[src/adc_cfg_pkg.sv]
// Constants and types shared by the converter configuration register bank.
package adc_cfg_pkg;

	// ---------------------------------------------------------------
	// Serial frame layout
	// ---------------------------------------------------------------
	localparam int          FRAME_BITS = 24;
	localparam int          ADDR_BITS  = 8;
	localparam int          DATA_BITS  = 16;
	localparam logic [4:0]  LAST_BIT   = 5'h17;
	localparam logic [4:0]  ADDR_LAST  = 5'h07;
	localparam logic [4:0]  DATA_FIRST = 5'h08;

	// ---------------------------------------------------------------
	// Register addresses
	// ---------------------------------------------------------------
	localparam int         NUM_REGS = 6;
	localparam int         NUM_CH   = 8;
	localparam logic [7:0] ADDR_RESET_READBACK = 8'h00;
	localparam logic [7:0] ADDR_POWER_CLOCK    = 8'h01;
	localparam logic [7:0] ADDR_OUTPUT_PATTERN = 8'h02;
	localparam logic [7:0] ADDR_INVERT_SERIAL  = 8'h03;
	localparam logic [7:0] ADDR_RES_FORMAT     = 8'h04;
	localparam logic [7:0] ADDR_CUSTOM_PATTERN = 8'h05;
	// Channel 1 first; channels 5 to 8 count downward from the top.
	localparam logic [7:0] CHAN_ADDR [NUM_CH] = '{
		8'h0D, 8'h0F, 8'h11, 8'h13, 8'h1F, 8'h1D, 8'h1B, 8'h19};

	// ---------------------------------------------------------------
	// Writable bits of each register and reset value
	// ---------------------------------------------------------------
	localparam logic [15:0] REG_MASK [NUM_REGS] = '{
		16'h0003, 16'hEFFF, 16'hFFF8, 16'hF1FF, 16'h001A, 16'h3FFF};
	localparam logic [15:0] CHAN_MASK = 16'hFBFF;
	localparam logic [15:0] REG_RESET = 16'h0000;
	// Synchroniser reset value matches the idle pin levels.
	localparam logic [3:0]  SYNC_IDLE = 4'h2;

	// ---------------------------------------------------------------
	// Field positions
	// ---------------------------------------------------------------
	localparam int SOFT_RESET_BIT   = 0;
	localparam int READOUT_BIT      = 1;
	localparam int FULL_SHUT_BIT    = 0;
	localparam int OUT_DISABLE_BIT  = 1;
	localparam int CH_SHUT_LSB      = 2;
	localparam int FAST_SLEEP_BIT   = 10;
	localparam int NOISE_SUPP_BIT   = 11;
	localparam int OUTSIDE_REFERENCE_SELECT_A_A_BIT    = 13;
	localparam int DOUBLE_RATE_BIT  = 14;
	localparam int SINGLE_CLK_BIT   = 15;
	localparam int LANE_SHUT_LSB    = 3;
	localparam int AVERAGE_BIT      = 11;
	localparam int LOW_LAT_BIT      = 12;
	localparam int PATTERN_LSB      = 13;
	localparam int INVERT_LSB       = 0;
	localparam int OFFSET_EN_BIT    = 8;
	localparam int GAIN_EN_BIT      = 12;
	localparam int SER_LSB          = 13;
	localparam int OUTSIDE_REFERENCE_SELECT_A_B_BIT    = 15;
	localparam int RES_12B_BIT      = 1;
	localparam int OFFSET_BIN_BIT   = 3;
	localparam int MSB_FIRST_BIT    = 4;
	localparam int CUSTOM_WIDTH     = 14;
	localparam int OFFSET_WIDTH     = 10;
	localparam int GAIN_LSB         = 11;
	localparam int GAIN_WIDTH       = 5;

	// Pipeline latency in converter clocks for each latency setting.
	localparam logic [3:0] LATENCY_DEFAULT = 4'hB;
	localparam logic [3:0] LATENCY_LOW     = 4'h8;

	typedef enum logic [2:0] {
		PAT_NORMAL = 3'h0, PAT_SYNC  = 3'h1, PAT_DESKEW = 3'h2,
		PAT_CUSTOM = 3'h3, PAT_ONES  = 3'h4, PAT_TOGGLE = 3'h5,
		PAT_ZEROS  = 3'h6, PAT_RAMP  = 3'h7
	} test_pattern_e;

	typedef enum logic [1:0] {
		SER_14X = 2'h0, SER_16X = 2'h1, SER_RSVD = 2'h2, SER_12X = 2'h3
	} serializer_factor_e;

	typedef logic [NUM_CH-1:0][OFFSET_WIDTH-1:0] chan_offset_t;
	typedef logic [NUM_CH-1:0][GAIN_WIDTH-1:0]   chan_gain_t;

	typedef struct packed {
		logic                    readout_en;
		logic                    converter_full_shutdown;
		logic [NUM_CH-1:0]       converter_channel_shutdown;
		logic                    converter_fast_sleep;
		logic                    output_disable;
		logic                    noise_suppress;
		logic                    outside_reference_select_a;
		logic                    outside_reference_select_b;
		logic                    double_rate_output;
		logic                    clock_single_ended;
		logic [NUM_CH-1:0]       lane_shutdown;
		logic                    averaging;
		logic                    low_latency;
		logic [3:0]              latency_cycles;
		test_pattern_e           pattern;
		logic [NUM_CH-1:0]       invert;
		logic                    offset_subtract;
		logic                    gain_apply;
		serializer_factor_e      serializer_factor;
		logic                    resolution_12b;
		logic                    offset_binary;
		logic                    msb_first;
		logic [CUSTOM_WIDTH-1:0] custom_pattern;
	} adc_cfg_s;

endpackage

[src/adc_config_register_bank.sv]
// Serially programmed configuration register bank of the converter section.
//
// Contract
// - Reset pin pulse returns registers to defaults.
// - Software reset bit clears all, then self-clears.
// - Every register holds zero after any reset.
// - Registers keep contents during any power-down.
// - Readback enable drives addressed register out.
// - Register 1 bit 0 fully shuts converters.
// - Per-lane output shutdown and global output disable.
// - Register 1 bits 9:2 shut channels down.
// - Register 1 bit 10 selects fast sleep.
// - Register 1 bit 14 doubles output rate.
// - Register 1 bit 15 selects single-ended clock.
// - Register 2 bit 11 averages channel pairs.
// - Register 2 bit 12 selects 8-cycle latency.
// - Register 2 bits 15:13 select test pattern.
// - Register 3 bits 7:0 invert channels.
// - Register 3 bit 8 enables offset subtraction.
// - Register 3 bit 12 enables digital gain.
// - Register 3 bits 14:13 set serializer factor.
// - Register 4 selects code format and resolution.
// - Register 4 bit 4 selects bit order.
// - Each channel has a 10-bit offset field.
// - Each channel has a 5-bit gain field.
// - Custom pattern comes from register 5 bits 13:0.
`timescale 1ns/100ps

module adc_config_register_bank (
	input  wire logic                      ref_clk_i,
	input  wire logic                      rst_n_i,
	input  wire logic                      reset_pin_i,
	input  wire logic                      serial_clk_i,
	input  wire logic                      serial_select_n_i,
	input  wire logic                      serial_write_input_i,
	output logic                           serial_read_output_o,
	output logic                           serial_read_oe_o,
	output adc_cfg_pkg::adc_cfg_s          cfg_o,
	output adc_cfg_pkg::chan_offset_t      channel_offset_value_o,
	output adc_cfg_pkg::chan_gain_t        channel_gain_value_o
);
	import adc_cfg_pkg::*;

	// ---------------------------------------------------------------
	// Pin synchronisers
	// ---------------------------------------------------------------
	logic [3:0] sync1_q;
	logic [3:0] sync2_q;
	logic       sclk_prev_q;
	logic       sclk_s;
	logic       sel_n_s;
	logic       serial_write_input_s;
	logic       pin_reset_s;
	logic       sclk_rise;
	logic       sclk_fall;

	always_ff @(posedge ref_clk_i or negedge rst_n_i) begin
		if (!rst_n_i) begin
			sync1_q     <= SYNC_IDLE;
			sync2_q     <= SYNC_IDLE;
			sclk_prev_q <= 1'b0;
		end else begin
			sync1_q     <= {reset_pin_i, serial_write_input_i,
			                serial_select_n_i, serial_clk_i};
			sync2_q     <= sync1_q;
			sclk_prev_q <= sync2_q[0];
		end
	end

	assign sclk_s      = sync2_q[0];
	assign sel_n_s     = sync2_q[1];
	assign serial_write_input_s     = sync2_q[2];
	assign pin_reset_s = sync2_q[3];
	assign sclk_rise   = sclk_s & ~sclk_prev_q;
	assign sclk_fall   = ~sclk_s & sclk_prev_q;

	// ---------------------------------------------------------------
	// Serial frame reception
	// ---------------------------------------------------------------
	logic [4:0]           bit_cnt_q;
	logic [FRAME_BITS-2:0] shift_q;
	logic                 wr_q;
	logic [ADDR_BITS-1:0] wr_addr_q;
	logic [DATA_BITS-1:0] wr_data_q;
	logic [FRAME_BITS-1:0] word;

	assign word = {shift_q, serial_write_input_s};

	always_ff @(posedge ref_clk_i or negedge rst_n_i) begin
		if (!rst_n_i) begin
			bit_cnt_q <= 5'h00;
			shift_q   <= '0;
		end else if (sel_n_s) begin
			bit_cnt_q <= 5'h00;
		end else if (sclk_rise) begin
			shift_q <= word[FRAME_BITS-2:0];
			if (bit_cnt_q == LAST_BIT) begin
				bit_cnt_q <= 5'h00;
			end else begin
				bit_cnt_q <= bit_cnt_q + 5'h01;
			end
		end
	end

	always_ff @(posedge ref_clk_i or negedge rst_n_i) begin
		if (!rst_n_i) begin
			wr_q      <= 1'b0;
			wr_addr_q <= '0;
			wr_data_q <= '0;
		end else begin
			wr_q <= ~sel_n_s & sclk_rise & (bit_cnt_q == LAST_BIT);
			if (~sel_n_s & sclk_rise & (bit_cnt_q == LAST_BIT)) begin
				wr_addr_q <= word[FRAME_BITS-1:DATA_BITS];
				wr_data_q <= word[DATA_BITS-1:0];
			end
		end
	end

	// ---------------------------------------------------------------
	// Register storage
	// ---------------------------------------------------------------
	logic [DATA_BITS-1:0] regs_q [NUM_REGS];
	logic [DATA_BITS-1:0] chan_q [NUM_CH];
	logic                 readout_en;
	logic                 soft_reset;
	logic                 clear_all;
	logic                 wr_allowed;

	assign readout_en = regs_q[0][READOUT_BIT];
	assign soft_reset = wr_q & (wr_addr_q == ADDR_RESET_READBACK)
	                    & wr_data_q[SOFT_RESET_BIT];
	assign clear_all  = pin_reset_s | soft_reset;
	// In readout mode only the control register stays writable.
	assign wr_allowed = wr_q & (~readout_en
	                    | (wr_addr_q == ADDR_RESET_READBACK));

	always_ff @(posedge ref_clk_i or negedge rst_n_i) begin
		if (!rst_n_i) begin
			for (int i = 0; i < NUM_REGS; i++) begin
				regs_q[i] <= REG_RESET;
			end
			for (int c = 0; c < NUM_CH; c++) begin
				chan_q[c] <= REG_RESET;
			end
		end else if (clear_all) begin
			for (int i = 0; i < NUM_REGS; i++) begin
				regs_q[i] <= REG_RESET;
			end
			for (int c = 0; c < NUM_CH; c++) begin
				chan_q[c] <= REG_RESET;
			end
		end else if (wr_allowed) begin
			for (int i = 0; i < NUM_REGS; i++) begin
				if (wr_addr_q == ADDR_BITS'(i)) begin
					regs_q[i] <= wr_data_q & REG_MASK[i];
				end
			end
			for (int c = 0; c < NUM_CH; c++) begin
				if (wr_addr_q == CHAN_ADDR[c]) begin
					chan_q[c] <= wr_data_q & CHAN_MASK;
				end
			end
		end
	end

	// ---------------------------------------------------------------
	// Readback
	// ---------------------------------------------------------------
	logic [DATA_BITS-1:0] rd_q;
	logic [ADDR_BITS-1:0] rd_addr;
	logic [DATA_BITS-1:0] rd_word;

	assign rd_addr = word[ADDR_BITS-1:0];

	always_comb begin
		rd_word = '0;
		for (int i = 0; i < NUM_REGS; i++) begin
			if (rd_addr == ADDR_BITS'(i)) begin
				rd_word = regs_q[i];
			end
		end
		for (int c = 0; c < NUM_CH; c++) begin
			if (rd_addr == CHAN_ADDR[c]) begin
				rd_word = chan_q[c];
			end
		end
	end

	always_ff @(posedge ref_clk_i or negedge rst_n_i) begin
		if (!rst_n_i) begin
			rd_q                 <= '0;
			serial_read_output_o <= 1'b0;
		end else if (~sel_n_s & sclk_rise & (bit_cnt_q == ADDR_LAST)) begin
			rd_q <= rd_word;
		end else if (~sel_n_s & sclk_fall & (bit_cnt_q >= DATA_FIRST)) begin
			serial_read_output_o <= rd_q[DATA_BITS-1];
			rd_q                 <= {rd_q[DATA_BITS-2:0], 1'b0};
		end
	end

	always_ff @(posedge ref_clk_i or negedge rst_n_i) begin
		if (!rst_n_i) begin
			serial_read_oe_o <= 1'b0;
		end else begin
			serial_read_oe_o <= readout_en & ~sel_n_s;
		end
	end

	// ---------------------------------------------------------------
	// Configuration fields
	// ---------------------------------------------------------------
	always_comb begin
		cfg_o            = '0;
		cfg_o.readout_en = readout_en;
		cfg_o.converter_full_shutdown = regs_q[1][FULL_SHUT_BIT];
		cfg_o.converter_channel_shutdown =
			regs_q[1][CH_SHUT_LSB +: NUM_CH];
		cfg_o.converter_fast_sleep = regs_q[1][FAST_SLEEP_BIT];
		cfg_o.output_disable = regs_q[1][OUT_DISABLE_BIT];
		cfg_o.lane_shutdown  = regs_q[2][LANE_SHUT_LSB +: NUM_CH];
		cfg_o.noise_suppress = regs_q[1][NOISE_SUPP_BIT];
		cfg_o.outside_reference_select_a = regs_q[1][OUTSIDE_REFERENCE_SELECT_A_A_BIT];
		cfg_o.outside_reference_select_b = regs_q[3][OUTSIDE_REFERENCE_SELECT_A_B_BIT];
		cfg_o.double_rate_output = regs_q[1][DOUBLE_RATE_BIT];
		cfg_o.clock_single_ended = regs_q[1][SINGLE_CLK_BIT];
		cfg_o.averaging = regs_q[2][AVERAGE_BIT];
		cfg_o.low_latency    = regs_q[2][LOW_LAT_BIT];
		cfg_o.latency_cycles = regs_q[2][LOW_LAT_BIT] ? LATENCY_LOW
		                                              : LATENCY_DEFAULT;
		cfg_o.pattern = test_pattern_e'(regs_q[2][PATTERN_LSB +: 3]);
		cfg_o.invert = regs_q[3][INVERT_LSB +: NUM_CH];
		cfg_o.offset_subtract = regs_q[3][OFFSET_EN_BIT];
		cfg_o.gain_apply = regs_q[3][GAIN_EN_BIT];
		cfg_o.serializer_factor =
			serializer_factor_e'(regs_q[3][SER_LSB +: 2]);
		cfg_o.resolution_12b = regs_q[4][RES_12B_BIT];
		cfg_o.offset_binary  = regs_q[4][OFFSET_BIN_BIT];
		cfg_o.msb_first = regs_q[4][MSB_FIRST_BIT];
		cfg_o.custom_pattern = regs_q[5][CUSTOM_WIDTH-1:0];
	end

	always_comb begin
		for (int c = 0; c < NUM_CH; c++) begin
			channel_offset_value_o[c] = chan_q[c][OFFSET_WIDTH-1:0];
			channel_gain_value_o[c]   = chan_q[c][GAIN_LSB +: GAIN_WIDTH];
		end
	end

	// ---------------------------------------------------------------
	// Assertions
	// ---------------------------------------------------------------
	soft_reset_clear_a: assert property (
		@(posedge ref_clk_i) disable iff (!rst_n_i)
		soft_reset |=> (regs_q[0] == REG_RESET) && (regs_q[1] == REG_RESET)
		               && (chan_q[0] == REG_RESET))
		else $error("Soft reset did not clear the registers.");

	pin_reset_clear_a: assert property (
		@(posedge ref_clk_i) disable iff (!rst_n_i)
		pin_reset_s |=> (regs_q[2] == REG_RESET) && (regs_q[4] == REG_RESET))
		else $error("Reset pin did not clear the registers.");

	frame_commit_a: assert property (
		@(posedge ref_clk_i) disable iff (!rst_n_i)
		(~sel_n_s & sclk_rise & (bit_cnt_q == LAST_BIT))
		|=> wr_q && (wr_data_q == $past(word[DATA_BITS-1:0])))
		else $error("Complete word was not committed.");

	sleep_hold_a: assert property (
		@(posedge ref_clk_i) disable iff (!rst_n_i)
		(cfg_o.converter_full_shutdown & ~wr_q & ~pin_reset_s)
		|=> $stable(regs_q[1]) && $stable(regs_q[3]))
		else $error("Register changed during power-down.");

	readout_oe_a: assert property (
		@(posedge ref_clk_i) disable iff (!rst_n_i)
		(readout_en & ~sel_n_s) |=> serial_read_oe_o)
		else $error("Readback output not enabled.");

	readout_block_a: assert property (
		@(posedge ref_clk_i) disable iff (!rst_n_i)
		(readout_en & wr_q & (wr_addr_q == ADDR_POWER_CLOCK) & ~pin_reset_s)
		|=> $stable(regs_q[1]))
		else $error("Write accepted during readback mode.");

	readout_shift_a: assert property (
		@(posedge ref_clk_i) disable iff (!rst_n_i)
		(~sel_n_s & sclk_fall & (bit_cnt_q == DATA_FIRST))
		|=> serial_read_output_o == $past(rd_q[DATA_BITS-1]))
		else $error("Readback bit not shifted out.");

	offset_write_a: assert property (
		@(posedge ref_clk_i) disable iff (!rst_n_i)
		(wr_q & ~readout_en & ~pin_reset_s & (wr_addr_q == CHAN_ADDR[0]))
		##1 ~wr_q |-> channel_offset_value_o[0] ==
		              $past(wr_data_q[OFFSET_WIDTH-1:0]))
		else $error("Channel offset not stored.");

	latency_sel_a: assert property (
		@(posedge ref_clk_i) disable iff (!rst_n_i)
		(wr_allowed & ~clear_all & (wr_addr_q == ADDR_OUTPUT_PATTERN))
		|=> cfg_o.latency_cycles == ($past(wr_data_q[LOW_LAT_BIT])
		                             ? LATENCY_LOW : LATENCY_DEFAULT))
		else $error("Latency selection mismatch.");

endmodule

[config.mk]
export PLATFORM = sky130hd
export DESIGN_NAME = adc_config_register_bank
export DESIGN_NICKNAME = d
export VERILOG_FILES = /design/src/adc_cfg_pkg.sv /design/src/adc_config_register_bank.sv
export SDC_FILE = /design/constraint.sdc
export NUM_CORES = 1
export LEC_CHECK = 0
export ABC_AREA = 1
export BUFFER_PORTS_ARGS = -buffer_cell sky130_fd_sc_hd__buf_4
export CAP_MARGIN = 40
export CORE_MARGIN = 2
export CORE_UTILIZATION = 40
export DETAILED_ROUTE_END_ITERATION = 10
export SYNTH_ARGS = -nofsm -noshare
export SYNTH_HDL_FRONTEND = slang
export SYNTH_SLANG_ARGS = --single-unit
[constraint.sdc]
create_clock -name ref_clk_i -period 1.64 [get_ports ref_clk_i]
set_input_delay 0.328 -clock ref_clk_i [delete_from_list [all_inputs] [get_ports ref_clk_i]]
set_output_delay 0.328 -clock ref_clk_i [all_outputs]
set_load 0.05 [all_outputs]
Word level (Yosys, flattened, before mapping)
Cells that the tools add are included.
Word-level totals
  flip-flop bits (word level): 304
  input bits: 6
  output and inout bits: 185
  logic and storage cells: 146
Cells by class
  add/subtract/negate cells: 1
  $lt $le $gt $ge: 1
  eq/ne operators: 28
  muxes and demuxes: 38
  bitwise logic cells: 18
  reductions and logical operators: 35
Operators with widths (count)
  two-way mux 16 bit: 30
  two-way mux 128 bit: 2
  two-way mux 96 bit: 2
  == test 8 x 5 -> 1 bit (second input constant): 12
  nonzero test 2 bit: 17
  == test 8 x 2 -> 1 bit (second input constant): 4
  == test 8 x 3 -> 1 bit (second input constant): 4
  == test 8 x 4 -> 1 bit (second input constant): 4
  AND reduction 2 bit: 16
  == test 8 x 1 -> 1 bit (second input constant): 2
  zero test 8 bit: 2
  two-way mux 5 bit: 3
  bitwise AND 1 bit: 11
  adder 5 x 1 -> 5 bit (second input constant): 1
  == test 5 x 3 -> 1 bit (second input constant): 1
  == test 5 bit (second input constant): 1
  >= comparator 5 x 4 -> 1 bit (second input constant): 1
  inverter 1 bit: 5
  two-way mux 2 bit: 1
  bitwise OR 1 bit: 2

Longest topological paths before layout
  depth after elaboration: 16
  mapped depth: 16
  depth with buffers taken out: 15

Worst setup path after synthesis
OpenSTA, ideal clock, no wires.
  path kind: flip-flop to flip-flop
  start point: register bit_cnt_q[0]
  end point: register rd_q[14]
  setup time: 0.124 ns
  arrival time: 1.640 ns
  required time: 1.516 ns
  slack: -0.124 ns
  cell stages (with the launch flop): 11
  buffers on the path: 1
  clock period less this slack: 1.764 ns
  cells stage by stage: dfrtp_1 ha_1 nand2_1 inv_1 nand3_1 inv_1 nor2_2 inv_1 buf_2 o211ai_1 nand2_1
Between the ends
  longest elaborated chain between the ends: 3
  elaborated cells on any way between the ends: 6
  classes of those cells: order compare: 1; eq/ne: 1; mux: 1; bitwise: 2; reduce/logical: 1
Ends and longest elaborated chain
  start, declared: RTL line adc_config_register_bank.sv:80  | logic [4:0] bit_cnt_q;
  start signal, assigned: RTL line adc_config_register_bank.sv:100  | bit_cnt_q <= bit_cnt_q + 5'h01;
  >= comparator 5 x 4 -> 1 bit or == test 5 x 3 -> 1 bit (tied branches): RTL line adc_config_register_bank.sv:195, adc_config_register_bank.sv:193
  bitwise AND 1 bit, on equally long branches: RTL line adc_config_register_bank.sv:195, adc_config_register_bank.sv:193
  nonzero test 2 bit (no source line) or two-way mux 16 bit (tied branches)
  end signal, assigned: RTL line adc_config_register_bank.sv:194  | rd_q <= rd_word;
  end signal, assigned: RTL line adc_config_register_bank.sv:197  | rd_q <= {rd_q[DATA_BITS-2:0], 1'b0};
  end, declared: RTL line adc_config_register_bank.sv:169  | logic [DATA_BITS-1:0] rd_q;
Several ways; a longest one is shown, not always the timed one.
A chain may end at the register's enable or synchronous reset.

Worst setup path after layout
  start point: register shift_q[4]
  end point: register rd_q[4]
Between the ends
  longest elaborated chain between the ends: 16
  elaborated cells on any way between the ends: 29
  classes of those cells: eq/ne: 13; mux: 15; reduce/logical: 1
Ends and longest elaborated chain
  start, declared: RTL line adc_config_register_bank.sv:81  | logic [FRAME_BITS-2:0] shift_q;
  start signal, assigned: RTL line adc_config_register_bank.sv:96  | shift_q <= word[FRAME_BITS-2:0];
  zero test 8 bit: RTL line adc_config_register_bank.sv:178  | if (rd_addr == ADDR_BITS'(i)) begin
  two-way mux 16 bit (6 in a row): RTL line adc_config_register_bank.sv:178
  two-way mux 16 bit (7 in a row): RTL line adc_config_register_bank.sv:183  | if (rd_addr == CHAN_ADDR[c]) begin
  two-way mux 16 bit (*): RTL line adc_config_register_bank.sv:183
  two-way mux 16 bit (*): RTL line adc_config_register_bank.sv:193  | end else if (~sel_n_s & sclk_rise & (bit_cnt_q == ADDR_LAST)) begin
Every way passes the cells marked *; elsewhere a longest branch is shown, timed or not.

==> reports/metrics.yaml <==
clock_tree:
  ctsLongestPathBuffers: 3
  cts.clk_slew.worst_paths_ps: 60
  cts-root-buf: "clkbuf_16"
  cts_buffers: 28
  cts_htree_levels: 1
  cts_tree: "yes"
  numClockSinks: 260
  clock_latency_ps: 550
cells_and_area:
  num_antenna_cells: 0
  fill_cells: 2421
  area_delta_synth_final_pct: 50.9
  post-route-cell-area_um2: 18000
  fin_nets: 1708
  drive_above_1_share_pct: 46.1
  multi_input_area_um2: 5820
  final_cells: 2112
  seq_area_um2: 6510
yosys:
  syn-cell-area_um2: 12000
  syn-num-nets: 1426
  ys_seq_elements: 260
  synthFlopType: "dfrtp_1"
  syn_inst: 1419
  yosysSeqAreaShare_pct: 54.5
  synth_edf_count: 0
  syn_area_per_cell_um2: 8.42
  synth.distinct_cells: 43
  async_flop_share_pct: 100
  yosys_warnings: 0
detailed_routing:
  wl_um: 47100
  ant_nets: 0
  drt_pre_antenna_iters: 5
  drc: 0
  wl_per_cell_um: 22.3
  via_per_inst: 5.50
  drt_iter0_markers: 1259
  vias: 11600
worst_setup_path:
  cp_max_fo: 6
  rr_endpoint: "rd_q[4]"
  path_class: "flip-flop to flip-flop"
  cp-end-kind: "flip-flop"
  start_kind: "flip-flop"
  critPathArrivalTime_ps: 2420
  rr_worst_depth: 12
  reg2reg_slack_ps: -350
  critPathRequiredTime_ps: 2060
  r2r_start: "shift_q[4]"
sta:
  fmax_mhz: 502
  setup_viol: 199
  whs_ps: 231
  layout_worst_path_cycle_share_pct: 122
  slew_headroom_pct: 64.8
  final_hold_viol_count: 0
  finClkSkew_ps: 18.1
  worstMarginPinSlew_ps: 522
  setup_slack_ps: -354
  finalCriticalPeriod_ps: 1990
  rsz0062_at_grt: "true"
  slew_viol_final: 0
die:
  chipWidth_um: 177
  die_area_um2: 31300
  num_rows: 63
  fp.dieH_um: 177
  coreArea_um2: 29600
  io_pins: 191
  start_util_pct: 40.4
grt:
  grt_use_met2_pct: 40.9
  grt_use_met3_pct: 4.96
  grt-ovfl-total: 0
  grt_pass1_vias: 10300
  antenna_found_initial: 0
  grt_max_degree: 75
  grt_pass1_wl_um: 60700
  top_usage_layer: "met2"
  grt.met1_usage_pct: 34.6
  grtUsageTotal_pct: 25.7
power:
  p_leak_nw: 8.83
  power_mw: 15.4
  power_density_nw_per_um2: 851
  vdd_ir_drop_max_uv: 877
run_status:
  violations: "setup timing"
  status: "complete, but fails checks"
flow_run:
  maxCapViolCount: 0
hold_path:
  hold_path.class: "input pin to asynchronous set/reset pin"
place:
  hpwl_um: 28900
  dpl_worst_slack_ps: -466
  placed_cells: 1995
  place_congestion: 0.890
  placed_area_um2: 14500
  io_buffers: 188
==> cell type report <==
type	instances	area share, %
clock buffer	46	4.82
clock inverter	5	0.583
inverter	101	2.27
multi-input combinational	926	32.2
sequential	260	36.1
tap	390	2.70
timing repair buffer	384	21.3
==> logic make-up (layout without fill, tap and decap cells) <==
| group | Yosys count | count (layout) | synth area share, % |
|---|---|---|---|
| flip-flops | 260 | 260 | 54.5 |
| XOR/XNOR | 1 | 1 | 0.0733 |
| buffers and inverters | 236 | 536 | 10.3 |
| adder cells (fa/ha/maj) | 1 | 1 | 0.105 |
| other | 2 | 2 | 0.0628 |
| multiplexers | 1 | 1 | 0.0837 |
| AND/OR/NAND/NOR | 602 | 602 | 20.9 |
| AO/OA/AOI/OAI | 316 | 319 | 14.0 |
==> cell usage in the layout (no fill, tap or decap), types with 8 or more instances in the layout <==
master and instances:
o21ai_0 66, dfrtp_1 257, nor2_1 52, o21ai_2 69
o21ai_4 17, nor2_4 14, a21oi_1 15, clkbuf_8 8
buf_6 19, buf_4 299, clkbuf_1 9, o21ai_1 121
inv_2 15, clkbuf_16 51, a21oi_2 9, nand3_2 10
buf_12 37, nand2_2 105, nand4_1 16, inv_1 76
nand2_4 81, nand2_1 245, nor2_2 15, nand3_1 42
==> worst max path at each step <==
stage	start	cells after the start	endpoint	slack, ps
global route	shift_q[4]	15	rd_q[11]	-460
finish	shift_q[4]	12	rd_q[4]	-350
detailed placement	sync2_q[2]	12	rd_q[11]	-470
floorplan	wr_addr_q[6]	11	channel_gain_value_o[27]	-80
CTS	shift_q[5]	15	rd_q[8]	-260
global placement	sync2_q[2]	12	rd_q[11]	-480
==> critical path, stage by stage (launching register included) <==
cell,delay (ps)
dfrtp_1,390
inv_2,90
nand2_2,70
nor2_4,180
buf_6,190
nand2_2,100
or2_2,280
nand4_1,120
nand2_1,80
nand2_2,110
nand4_1,110
nand2_1,90
a21oi_1,70
==> cells in the mapped netlist, types with 5 or more instances <==
cell type  instances  area, um^2
o21ai_1          160         801
a21oi_1           25         125
o221a_2            5        56.3
inv_2              8        30.0
a211oi_1           5        37.5
nand2_2            8        50.1
nand2_1          426        1600
buf_4             73         548
nand3_1           52         260
inv_1             91         342
o21ai_0          106         531
nand4_1           16         100
nor2_1            73         274
buf_2             33         165
clkbuf_1          22        82.6
dfrtp_1          258        6460
or2_2              6        37.5
nor2_2             6        37.5
==> state kept, by name, summed over array words and instances (netlist names) <==
| register | flops |
|---|---|
| wr_addr_q | 8 |
| channel_offset_value_o | 80 |
| regs_q | 1 |
| serial_read_output_o | 1 |
| wr_q | 1 |
| rd_q | 16 |
| sclk_prev_q | 1 |
| bit_cnt_q | 5 |
| wr_data_q | 16 |
| shift_q | 23 |
| cfg_o | 59 |
| sync1_q | 4 |
| serial_read_oe_o | 1 |
| sync2_q | 4 |
| channel_gain_value_o | 40 |
==> metrics by stage <==
step / util, % / setup TNS [ps]
finish: 61.0 / -49460
global route: 61.0 / -73540
CTS: 54.2 / -38080
detailed placement: 49.2 / -34550
global placement: 49.2 / -27530
floorplan: - / -10280
==> power by group <==
group	internal [mW]	switching (mW)
registers	6.50	0.0637
logic	0.863	1.26
clock network	4.06	2.61
total	11.4	3.93
==> metal layers <==
metal	up-vias	wire length, um
li1	5144	-
met1	5682	18700
met2	649	22100
met3	144	4130
met4	0	2240
met5	-	0
==> timing repair <==
action | CTS | global route
gates cloned | 5 | 32
hold buffers | 5 | 0
buffers inserted | 8 | 17
setup endpoints to repair | 213 | 225
pin swaps | 15 | 28
hold endpoints to repair | 150 | 0
resized for setup | 86 | 392
Power figures use the tool's default switching activity.
